$ cat src/tsm_params.svh
// Constants for the testable safety input monitor
`ifndef TSM_PARAMS_SVH
`define TSM_PARAMS_SVH

// ========================================
// Timing
`define TSM_CLK_HZ 100000000
`define TSM_MS_CYCLES (`TSM_CLK_HZ / 1000)
`define TSM_FILT_MIN_MS 8'd3
`define TSM_FILT_MAX_MS 8'd250
`define TSM_SIMUL_MAX_MS 16'hffff

// ========================================
// Contact arrangement codes
`define TSM_MODE_SINGLE_NC 2'h0
`define TSM_MODE_DUAL_NC 2'h1
`define TSM_MODE_NC_NO 2'h2

// ========================================
// Reset type codes
`define TSM_RST_MANUAL 1'b0
`define TSM_RST_MONITORED 1'b1

`endif

$ cat src/tsm_pkg.sv
// Types for the testable safety input monitor
package tsm_pkg;

    typedef enum logic [1:0] {
        TSM_MODE_SINGLE_NC = 2'h0,
        TSM_MODE_DUAL_NC = 2'h1,
        TSM_MODE_NC_NO = 2'h2,
        TSM_MODE_SPARE = 2'h3
    } tsm_mode_t;

    // Output enable sequencer, Gray coded along the usual path
    typedef enum logic [1:0] {
        TSM_ST_POWER_TEST = 2'b00,
        TSM_ST_WAIT_ACT = 2'b01,
        TSM_ST_ARMED = 2'b11,
        TSM_ST_WAIT_RESET = 2'b10
    } tsm_state_t;

endpackage

$ cat src/tsm_tick.sv
// Millisecond tick divider
`include "tsm_params.svh"

module tsm_tick
#(
    // Clock cycles per millisecond tick
    parameter int MS_CYCLES = `TSM_MS_CYCLES
)
(
    // Clock and reset
    input wire logic mclk,
    input wire logic resetn,
    // One-cycle pulse each millisecond
    output logic ms_tick
);

    logic [16:0] cnt_reg;
    logic [16:0] cnt_next;
    wire logic wrap;

    assign wrap = (cnt_reg == 17'(MS_CYCLES - 1));
    assign cnt_next = wrap ? 17'h0 : cnt_reg + 17'h1;

    always_ff @(posedge mclk or negedge resetn)
    begin
        if (!resetn)
        begin
            cnt_reg <= 17'h0;
            ms_tick <= 1'b0;
        end
        else
        begin
            cnt_reg <= cnt_next;
            ms_tick <= wrap;
        end
    end

endmodule

$ cat src/tsm_debounce.sv
// Pin synchroniser and debounce filter for one contact
`include "tsm_params.svh"

module tsm_debounce
(
    // Clock and reset
    input wire logic mclk,
    input wire logic resetn,
    // Timing
    input wire logic ms_tick,
    input wire logic [7:0] filt_ms,
    // Contact
    input wire logic raw_pin,
    output logic filt_out
);

    logic [2:0] sync_reg;
    logic [7:0] hold_reg;
    logic [7:0] hold_next;
    wire logic sync_level;
    wire logic stable;
    wire logic differs;
    wire logic [7:0] limit;
    wire logic done;

    // Filter counts only when second and third stages agree
    assign stable = (sync_reg[1] == sync_reg[2]);
    assign sync_level = sync_reg[2];
    assign differs = stable && (sync_level != filt_out);
    assign limit = (filt_ms < `TSM_FILT_MIN_MS) ? `TSM_FILT_MIN_MS :
                   (filt_ms > `TSM_FILT_MAX_MS) ? `TSM_FILT_MAX_MS : filt_ms;
    assign done = ms_tick && (hold_reg + 8'h1 >= limit);
    assign hold_next = !differs ? 8'h0 :
                       ms_tick ? hold_reg + 8'h1 : hold_reg;

    always_ff @(posedge mclk or negedge resetn)
    begin
        if (!resetn)
        begin
            sync_reg <= 3'h0;
            hold_reg <= 8'h0;
            filt_out <= 1'b0;
        end
        else
        begin
            sync_reg <= {sync_reg[1:0], raw_pin};
            if (differs && done)
            begin
                filt_out <= sync_level;
                hold_reg <= 8'h0;
            end
            else
            begin
                hold_reg <= hold_next;
            end
        end
    end

endmodule

$ cat src/tsm_monitor.sv
// Testable safety input monitor: top level
// How it works
// - Single NC follows first contact; dual NC needs both contacts at 1.
// - NC plus NO mode enables only when first is 1 and second 0.
// - Disagreement longer than skew window flags fault and forces output 0.
// - With reset required, output stays 0 after activation until reset.
// - Manual reset type accepts one rising edge of the reset input.
// - Monitored reset type needs rise then fall of the reset input.
// - Power-on test needs one activation then release before first enable.
// - Each contact is debounced with a filter of 3 to 250 ms.
// - Skew check runs only when simultaneity enable is set.
// - Simultaneity time in ms bounds the switching skew of contacts.
// - Fault output asserts on any fault when fault report is enabled.
`include "tsm_params.svh"

module tsm_monitor
#(
    // Clock cycles per millisecond tick
    parameter int MS_CYCLES = `TSM_MS_CYCLES
)
(
    // Clock and reset
    input wire logic mclk,
    input wire logic resetn,
    // Contacts and reset pushbutton
    input wire logic first_contact_input,
    input wire logic second_contact_input,
    input wire logic reset_button,
    // Configuration
    input wire logic [1:0] contact_mode,
    input wire logic reset_required,
    input wire logic reset_monitored,
    input wire logic power_test_en,
    input wire logic [7:0] filter_ms,
    input wire logic simul_en,
    input wire logic [15:0] simul_ms,
    input wire logic fault_report_en,
    // Results
    output logic safe_out,
    output logic fault_out,
    output logic simul_fault
);

    wire logic ms_tick;
    wire logic filt_a;
    wire logic filt_b;
    wire logic filt_rst;
    wire logic single_mode;
    wire logic cond_ok;
    wire logic agree;
    wire logic skew_expired;
    wire logic rst_rise;
    wire logic rst_fall;
    wire logic reset_seen;
    wire logic out_next;

    tsm_pkg::tsm_state_t state_reg;
    tsm_pkg::tsm_state_t state_next;
    logic [15:0] skew_reg;
    logic rst_prev_reg;
    logic rst_armed_reg;
    // Sensor seen clear once since power-on
    logic pt_clear_reg;

    tsm_tick
    #(
        .MS_CYCLES(MS_CYCLES)
    )
    u_tick
    (
        .mclk(mclk),
        .resetn(resetn),
        .ms_tick(ms_tick)
    );

    tsm_debounce u_deb_a
    (
        .mclk(mclk),
        .resetn(resetn),
        .ms_tick(ms_tick),
        .filt_ms(filter_ms),
        .raw_pin(first_contact_input),
        .filt_out(filt_a)
    );

    tsm_debounce u_deb_b
    (
        .mclk(mclk),
        .resetn(resetn),
        .ms_tick(ms_tick),
        .filt_ms(filter_ms),
        .raw_pin(second_contact_input),
        .filt_out(filt_b)
    );

    tsm_debounce u_deb_rst
    (
        .mclk(mclk),
        .resetn(resetn),
        .ms_tick(ms_tick),
        .filt_ms(filter_ms),
        .raw_pin(reset_button),
        .filt_out(filt_rst)
    );

    // ========================================
    // Contact evaluation
    assign single_mode = (contact_mode == `TSM_MODE_SINGLE_NC);
    assign cond_ok = single_mode ? filt_a :
                     (contact_mode == `TSM_MODE_DUAL_NC) ? (filt_a & filt_b) :
                     (contact_mode == `TSM_MODE_NC_NO) ? (filt_a & ~filt_b) :
                     1'b0;
    assign agree = single_mode ||
                   ((contact_mode == `TSM_MODE_DUAL_NC) ? (filt_a == filt_b)
                                                        : (filt_a != filt_b));

    // ========================================
    // Simultaneity window
    // window length in ms
    assign skew_expired = ms_tick && (skew_reg >= simul_ms);

    always_ff @(posedge mclk or negedge resetn)
    begin
        if (!resetn)
            skew_reg <= 16'h0;
        else if (agree || !simul_en)
            skew_reg <= 16'h0;
        else if (ms_tick && skew_reg != `TSM_SIMUL_MAX_MS)
            skew_reg <= skew_reg + 16'h1;
    end

    // ========================================
    // Reset pushbutton edges
    assign rst_rise = filt_rst && !rst_prev_reg;
    assign rst_fall = !filt_rst && rst_prev_reg;
    assign reset_seen = reset_monitored ? (rst_fall && rst_armed_reg)
                                        : rst_rise;

    always_ff @(posedge mclk or negedge resetn)
    begin
        if (!resetn)
        begin
            rst_prev_reg <= 1'b0;
            rst_armed_reg <= 1'b0;
        end
        else
        begin
            rst_prev_reg <= filt_rst;
            if (rst_rise)
                rst_armed_reg <= 1'b1;
            else if (rst_fall)
                rst_armed_reg <= 1'b0;
        end
    end

    // ========================================
    // Power-on test: filters start low, so a clear sensor must be seen
    // first, or the reset level would pass as an activation
    always_ff @(posedge mclk or negedge resetn)
    begin
        if (!resetn)
            pt_clear_reg <= 1'b0;
        else if (state_reg == tsm_pkg::TSM_ST_POWER_TEST && cond_ok)
            pt_clear_reg <= 1'b1;
    end

    // ========================================
    // Simultaneity fault latch
    logic fault_next;
    always_comb
    begin
        fault_next = simul_fault;
        // clear needs safe pair, and reset when reset is required
        if (simul_fault && agree && cond_ok &&
            (!reset_required || reset_seen))
            fault_next = 1'b0;
        if (simul_en && !agree && skew_expired)
            fault_next = 1'b1;
    end

    // ========================================
    // Output enable sequencer
    always_comb
    begin
        state_next = state_reg;
        unique case (state_reg)
            tsm_pkg::TSM_ST_POWER_TEST:
                if (!cond_ok && pt_clear_reg)
                    state_next = tsm_pkg::TSM_ST_WAIT_ACT;
            // Release after the test still asks for a reset when reset is required
            tsm_pkg::TSM_ST_WAIT_ACT:
                if (cond_ok)
                    state_next = reset_required
                                 ? tsm_pkg::TSM_ST_WAIT_RESET
                                 : tsm_pkg::TSM_ST_ARMED;
            tsm_pkg::TSM_ST_ARMED:
                if (!cond_ok && reset_required)
                    state_next = tsm_pkg::TSM_ST_WAIT_RESET;
            tsm_pkg::TSM_ST_WAIT_RESET:
                if (!reset_required || (cond_ok && reset_seen))
                    state_next = tsm_pkg::TSM_ST_ARMED;
        endcase
    end

    assign out_next = (state_next == tsm_pkg::TSM_ST_ARMED) && cond_ok &&
                      !fault_next && !(simul_en && skew_reg != 16'h0 &&
                      !agree);

    always_ff @(posedge mclk or negedge resetn)
    begin
        if (!resetn)
        begin
            state_reg <= tsm_pkg::TSM_ST_POWER_TEST;
            safe_out <= 1'b0;
            fault_out <= 1'b0;
            simul_fault <= 1'b0;
        end
        else
        begin
            // Power-on test applies only right after module reset
            if (state_reg == tsm_pkg::TSM_ST_POWER_TEST && !power_test_en)
                state_reg <= reset_required ? tsm_pkg::TSM_ST_WAIT_RESET
                                            : tsm_pkg::TSM_ST_ARMED;
            else
                state_reg <= state_next;
            safe_out <= out_next;
            simul_fault <= fault_next;
            fault_out <= fault_report_en && fault_next;
        end
    end
endmodule

$ cat config.mk
export PLATFORM = sky130hd
export DESIGN_NAME = tsm_monitor
export DESIGN_NICKNAME = d
export VERILOG_FILES = /design/src/tsm_pkg.sv /design/src/tsm_tick.sv /design/src/tsm_debounce.sv /design/src/tsm_monitor.sv
export VERILOG_INCLUDE_DIRS = /design/src /design/src/src
export SDC_FILE = /design/constraint.sdc
export NUM_CORES = 1
export LEC_CHECK = 0
export BUFFER_PORTS_ARGS = -buffer_cell sky130_fd_sc_hd__buf_2
export CORE_AREA = 2 2 133 122
export DETAILED_ROUTE_END_ITERATION = 12
export DIE_AREA = 0 0 135 124
export PLACE_DENSITY = 0.53
export SETUP_SLACK_MARGIN = 0.15
export SLEW_MARGIN = 20
export SYNTH_ARGS = -nofsm -noshare
export SYNTH_HDL_FRONTEND = slang
export SYNTH_HIERARCHICAL = 1
export SYNTH_SLANG_ARGS = --single-unit
$ cat constraint.sdc
create_clock -name mclk -period 1.9 [get_ports mclk]
set_input_delay 0.38 -clock mclk [delete_from_list [all_inputs] [get_ports mclk]]
set_output_delay 0.38 -clock mclk [all_outputs]
set_load 0.02 [all_outputs]
After elaboration in Yosys (flattened, before gate mapping)
Cells that the tools add are included.
W data, S select, Z words.
- add/subtract/negate cells: 5
- multiply operators: 0
- div/mod/pow operators: 0
- order comparisons: 6
- equal/unequal tests: 19
- shifts and indexed selects: 0
- multiplexer cells: 30
- bitwise gates (word level): 3
- reduce and logical (&&, ||, !) cells: 48
- operators with widths (cell ; number):
    $mux W8 ; 11
    $mux W16 ; 2
    $logic_and A1 B1 Y1 ; 30
    $add A8 B1 Y8 const B ; 3
    $ge A8 B8 Y1 ; 3
    $add A17 B1 Y17 const B ; 1
    $eq A17 B17 Y1 const B ; 1
    $mux W17 ; 1
    $add A16 B1 Y16 const B ; 1
    $ge A16 B16 Y1 ; 1
    $ne A16 B16 Y1 const B ; 1
    $reduce_bool A16 Y1 ; 1
    $mux W1 ; 10
    $mux W2 ; 5
    $logic_not A1 Y1 ; 9
    $ne A3 B3 Y1 const B ; 3
    $eq A2 B2 Y1 const B ; 4
    $gt A8 B8 Y1 const B ; 1
    $lt A8 B2 Y1 const B ; 1
    $pmux W2 S4 ; 1
    $eq A1 B1 Y1 ; 4
    $eq A2 B1 Y1 const B ; 2
    $logic_not A2 Y1 ; 2
    $logic_or A1 B1 Y1 ; 4
    4 further kinds ; 9
- flip-flop bits (word level): 78
- latch bits: 0
- memory bits (writable): 0
- memory bits (read-only): 0
- input bits: 36
- output and inout port bits: 3
- logic and storage cells: 130
- memories: 0

Longest topological paths before layout
- word-level depth: 13
- gate-level depth with buffers: 12
- depth with buffers taken out: 11

Hierarchy
Netlist, hierarchy kept.
- modules (own cells, without submodules) (module ; instances ; cells each ; area an instance (µm²) ; sequential area each (µm²)):
    tsm_debounce ; 3 ; 82 ; 789.5 ; 300.3
    tsm_monitor ; 1 ; 195 ; 1762.9 ; 600.6
    tsm_tick ; 1 ; 75 ; 818.3 ; 450.4

Worst setup path before layout
Ideal clock, no wire load.
- path type: input -> register
- from: input filter_ms[3]
- to: register u_deb_a.filt_out
- library setup time: 0.127 ns
- data arrival time: 2.079 ns
- data required time: 1.773 ns
- slack: -0.306 ns
- stages: 11
- buffers on the path: 0
- path through: inv_1 nand4_1 nor2_1 a21oi_1 o21ai_0 ha_1 nand2b_4 a2111o_1 a21oi_2 nor2_1 mux2_1
- cells in the longest elaborated chain, start to end: 6
- elaborated cells between the ends (all ways): 7
- classes of those cells: 3 x order compare; 2 x mux; 2 x reduce/logical
- RTL lines (what ; RTL line ; text):
    from (decl) ; tsm_monitor.sv:34 ; input wire logic [7:0] filter_ms,
    $gt A8 B8 Y1 (no line) ; - ;
    $mux W8 ; tsm_debounce.sv:31 ; (filt_ms > `TSM_FILT_MAX_MS) ? `TSM_FILT_MAX_MS : filt_ms;
    $mux W8 (*) ; tsm_debounce.sv:30 ; assign limit = (filt_ms < `TSM_FILT_MIN_MS) ? `TSM_FILT_MIN_MS :
    $ge A8 B8 Y1 (*) ; tsm_debounce.sv:32 ; assign done = ms_tick && (hold_reg + 8'h1 >= limit);
    $logic_and A1 B1 Y1 (*) ; tsm_debounce.sv:32 ;
    $logic_and A1 B1 Y1 (*) ; tsm_debounce.sv:47 ; if (differs && done)
    to (signal assigned) ; tsm_debounce.sv:49 ; filt_out <= sync_level;
    to (decl) ; tsm_debounce.sv:14 ; output logic filt_out
Every way passes the cells marked *; elsewhere a longest branch is shown, timed or not.
A chain may end at the register's enable or synchronous reset.

Worst setup path in the final report
- from: register u_deb_b.hold_reg[1]
- to: register u_deb_b.hold_reg[4]
- cells in the longest elaborated chain, start to end: 5
- elaborated cells between the ends (all ways): 8
- classes of those cells: 1 x add/sub; 1 x order compare; 1 x eq/ne; 3 x mux; 2 x reduce/logical
- RTL lines (what ; RTL line ; text):
    from (decl) ; tsm_debounce.sv:18 ; logic [7:0] hold_reg;
    from (signal assigned) ; tsm_debounce.sv:54 ; hold_reg <= hold_next;
    $add A8 B1 Y8 (*) ; tsm_debounce.sv:32, tsm_debounce.sv:34 ;
    $ge A8 B8 Y1 ; tsm_debounce.sv:32 ;
    $logic_and A1 B1 Y1 ; tsm_debounce.sv:32 ;
    $logic_and A1 B1 Y1 ; tsm_debounce.sv:47 ;
    $ne A3 B3 Y1 (no line) / $mux W8 (equally long branches) ; - ;
Every way passes the cells marked *; elsewhere a longest branch is shown, timed or not. The select of a mux whose other input is x is not followed.

==> results.md <==
* Status: finished, violations left
* Failing checks: negative hold slack, negative setup slack
* Levels on crit path at 10
* Rows at 43
* Worst reg2reg path depth at 10
* Total global-route track usage at 0.149
* R2r endpoint: u_deb_b/hold_reg[4]$_DFFE_PN0P_
* Worst IR drop on VDD at 410 uV
* CTS sink count at 78
* Power, Total at between 3 and 4 mW
* Pleak at 3.35 nW
* Psw at 0.875 mW
* PwrDens at 522 mW/mm2
* Cell chain of the critical path: and3_4 > nand3_4 > nor2_4 > xor2_2 > ha_1 > nand4_1 > a21oi_2 > a21oi_2 > and2b_2 > a22o_1
* Cell repeated most along the worst path: a21oi_2
* Worst-Margin Slew at about 480 ps
* Maxcap violations at 0
* Crit path DAT at around 2400 ps
* Antenna Violating Nets Remaining at 0
* Post-DP HPWL at 8.51 mm
* Seq cells post-synth at 78
* CP required at 2130 ps
* CTS clock-pin slew for the worst setup and hold paths at 60 ps
* Rel. slew slack at 0.682
* Commonest cells post-synth: dfrtp_1 (78), ha_1 (50), nand2_1 (45)
* Pin count of the biggest net entering global routing at 35
* Non-filler instance count after layout at roughly 870
* GR Overflow Total at 0
* Die height at around 120 um
* Clock latency at the later pin of the worst-skew pair at 340 ps
* Max Fclk at 459 MHz
* Detailed-route via count at between 4000 and 5000
* Top-count cell post-synth: dfrtp_1
* Post-synth EDFFs at 0
* Final Max Tran Viols at 0
* Final layout net count at 752
* Synthesized area per cell at around 9.6 um2
* Seq pwr share at 0.453
* First-pass GRT wire length at ~20 mm
* Share of layout cells above drive strength 1 at 0.414
* RSZ-0062 raised after global routing: true
* Final period util at 1.15
* Remaining DRCs at 0
* Hold Violations, Final at 1
* Number of buffers added on ports at 38
* Async SR Flop Fraction at 1.00
* Crit-path max cell delay at 420 ps
* Post-Place Setup Slack at -773 ps
* CP Buf/Inv Count at 0
* Clock skew at 6.36 ps
* Worst hold slack at -2.39 ps
* H-tree depth at 3
* Die footprint at between 0.015 and 0.02 mm2
* Area added between synthesis and finish at 43.7%
* Drt wl/cell at 13.4 um
* Routed wire length at 11.7 mm
* Comb pwr share at 0.087
* CTS tree: done
* Top fanout value on the critical path at 7
* Final Wtd Congestion at 0.856
* Initial drt markers at 165
* I/O pins at 39
* Max Buffers Root-to-Sink at 2
* Fillers at 1467
* Synth top area cells: dfrtp_1 (39%), ha_1 (13%), xor2_1 (4.6%)
* Final setup viols at 30
* Antenna violations before repair at 0
* Clock Tree Root: clkbuf_16
* Setup WS post-layout at -278 ps
* Net Sw Frac at 0.236
* Diode count at 0
* Cell count after placement at 842
* First-pass iteration count of the detailed router at 4
* Placed Area at 0.00613 mm2
* Worst Hold Class: in -> async
* Synth warn at 6
* Synth Instances at 516
* Largest area contributor in the netlist: dfrtp_1
* Synth cell types at 54
* Final Cell Area at between 0.007 and 0.008 mm2
* Minimum clock period at 2180 ps
* Number of global-route vias before repair at 4280
* Starting Density at 0.324
* RR Startpoint: u_deb_b/hold_reg[1]$_DFFE_PN0P_
* Internal power at 2.83 mW
* Crit end category: flop
* Core Area at ~0.015 mm2
* Top delay family on crit path: simple AND/OR/NAND/NOR gates
* CTS Buf Count at 9
* Kind of critical path: reg -> reg
* Crit-path slowest cell: dfrtp_1
* Hold Buf Count CTS at 0
* Clock network fraction of design power at 0.460
* Width of the die at 135 um
* Area share of the largest cell type after synthesis at 0.394
* Netlist Area Pre-Place at 0.00495 mm2
* Largest register FFs at 17
* DR vias/cell at 4.82
* Post-synthesis sequential area ratio at 0.394
* R2R Setup Slk at -280 ps
* Worst setup SP type: flop
* Syn_nets at about 600
* Synth Flop Type: dfrtp_1
repair_timing:
item	4_1_cts	5_1_grt
endpoints found under the hold margin	0	0
pin swaps	48	26
setup endpoints to repair	56	45
setup buffers	12	3
gates resized for setup	63	51
cell usage in the layout (no fill, tap or decap), drive strengths merged, types with 17 or more instances in the layout:
master  Yosys  layout
nand4      17      17
a21oi      24      24
xor2       26      26
o21ai      23      23
buf         3     149
nand2      46      46
ha         50      50
nor2       42      42
a22o       22      22
dfrtp      78      78
nand3      24      24
inv        44      44
xnor2      20      20
routing by layer:
layer	routed length (um)	vias to the layer above	global-route usage
met4	150	0	0.0462
met3	365	12	0.0391
li1	-	2123	-
met5	0	-	0
met2	5890	50	0.259
met1	5330	2026	0.182
power by group through the flow:
stage,registers (mW),logic [mW],clock network [mW]
floorplan,1.71,0.117,0
global placement,1.71,0.287,0
detailed placement,1.71,0.295,0
CTS,1.68,0.318,1.77
global route,1.68,0.360,1.85
finish,1.68,0.321,1.71
layout make-up:
cell class                 count  area (um2)  share of cell area
multi-input combinational    383        3330               0.468
sequential                    78        1960               0.275
timing repair buffer         150        1070               0.151
tap                          202         253              0.0355
clock buffer                  10         229              0.0322
inverter                      44         210              0.0296
clock inverter                 6        62.6             0.00880
logic make-up (layout without fill, tap and decap cells):
group	Yosys count	in the layout	share of synthesized area
AO/OA/AOI/OAI	95	95	0.135
XOR/XNOR	46	46	0.0814
adder cells (fa/ha/maj)	50	50	0.126
buffers and inverters	55	210	0.0463
flip-flops	78	78	0.394
multiplexers	7	7	0.0154
AND/OR/NAND/NOR	185	185	0.201
worst max path at each step:
| stage | startpoint | endpoint | slack (ps) |
|---|---|---|---|
| finish | u_deb_b/hold_reg[1]$_DFFE_PN0P_ | u_deb_b/hold_reg[4]$_DFFE_PN0P_ | -280 |
| global route | u_deb_b/hold_reg[0]$_DFFE_PN0P_ | u_deb_b/hold_reg[4]$_DFFE_PN0P_ | -420 |
| CTS | u_deb_a/hold_reg[1]$_DFFE_PN0P_ | u_deb_a/filt_out$_DFFE_PN0P_ | -250 |
| detailed placement | filter_ms[5] | u_deb_rst/hold_reg[4]$_DFFE_PN0P_ | -770 |
| global placement | filter_ms[5] | u_deb_rst/hold_reg[6]$_DFFE_PN0P_ | -730 |
| floorplan | filter_ms[5] | u_deb_a/filt_out$_DFFE_PN0P_ | -260 |
through the flow:
step	utilization	setup TNS (ps)
global placement	0.401	-19500
finish	0.465	-6350
detailed placement	0.401	-20880
global route	0.465	-10310
CTS	0.447	-6020
floorplan	-	-5110
Power figures use the tool's default switching activity.
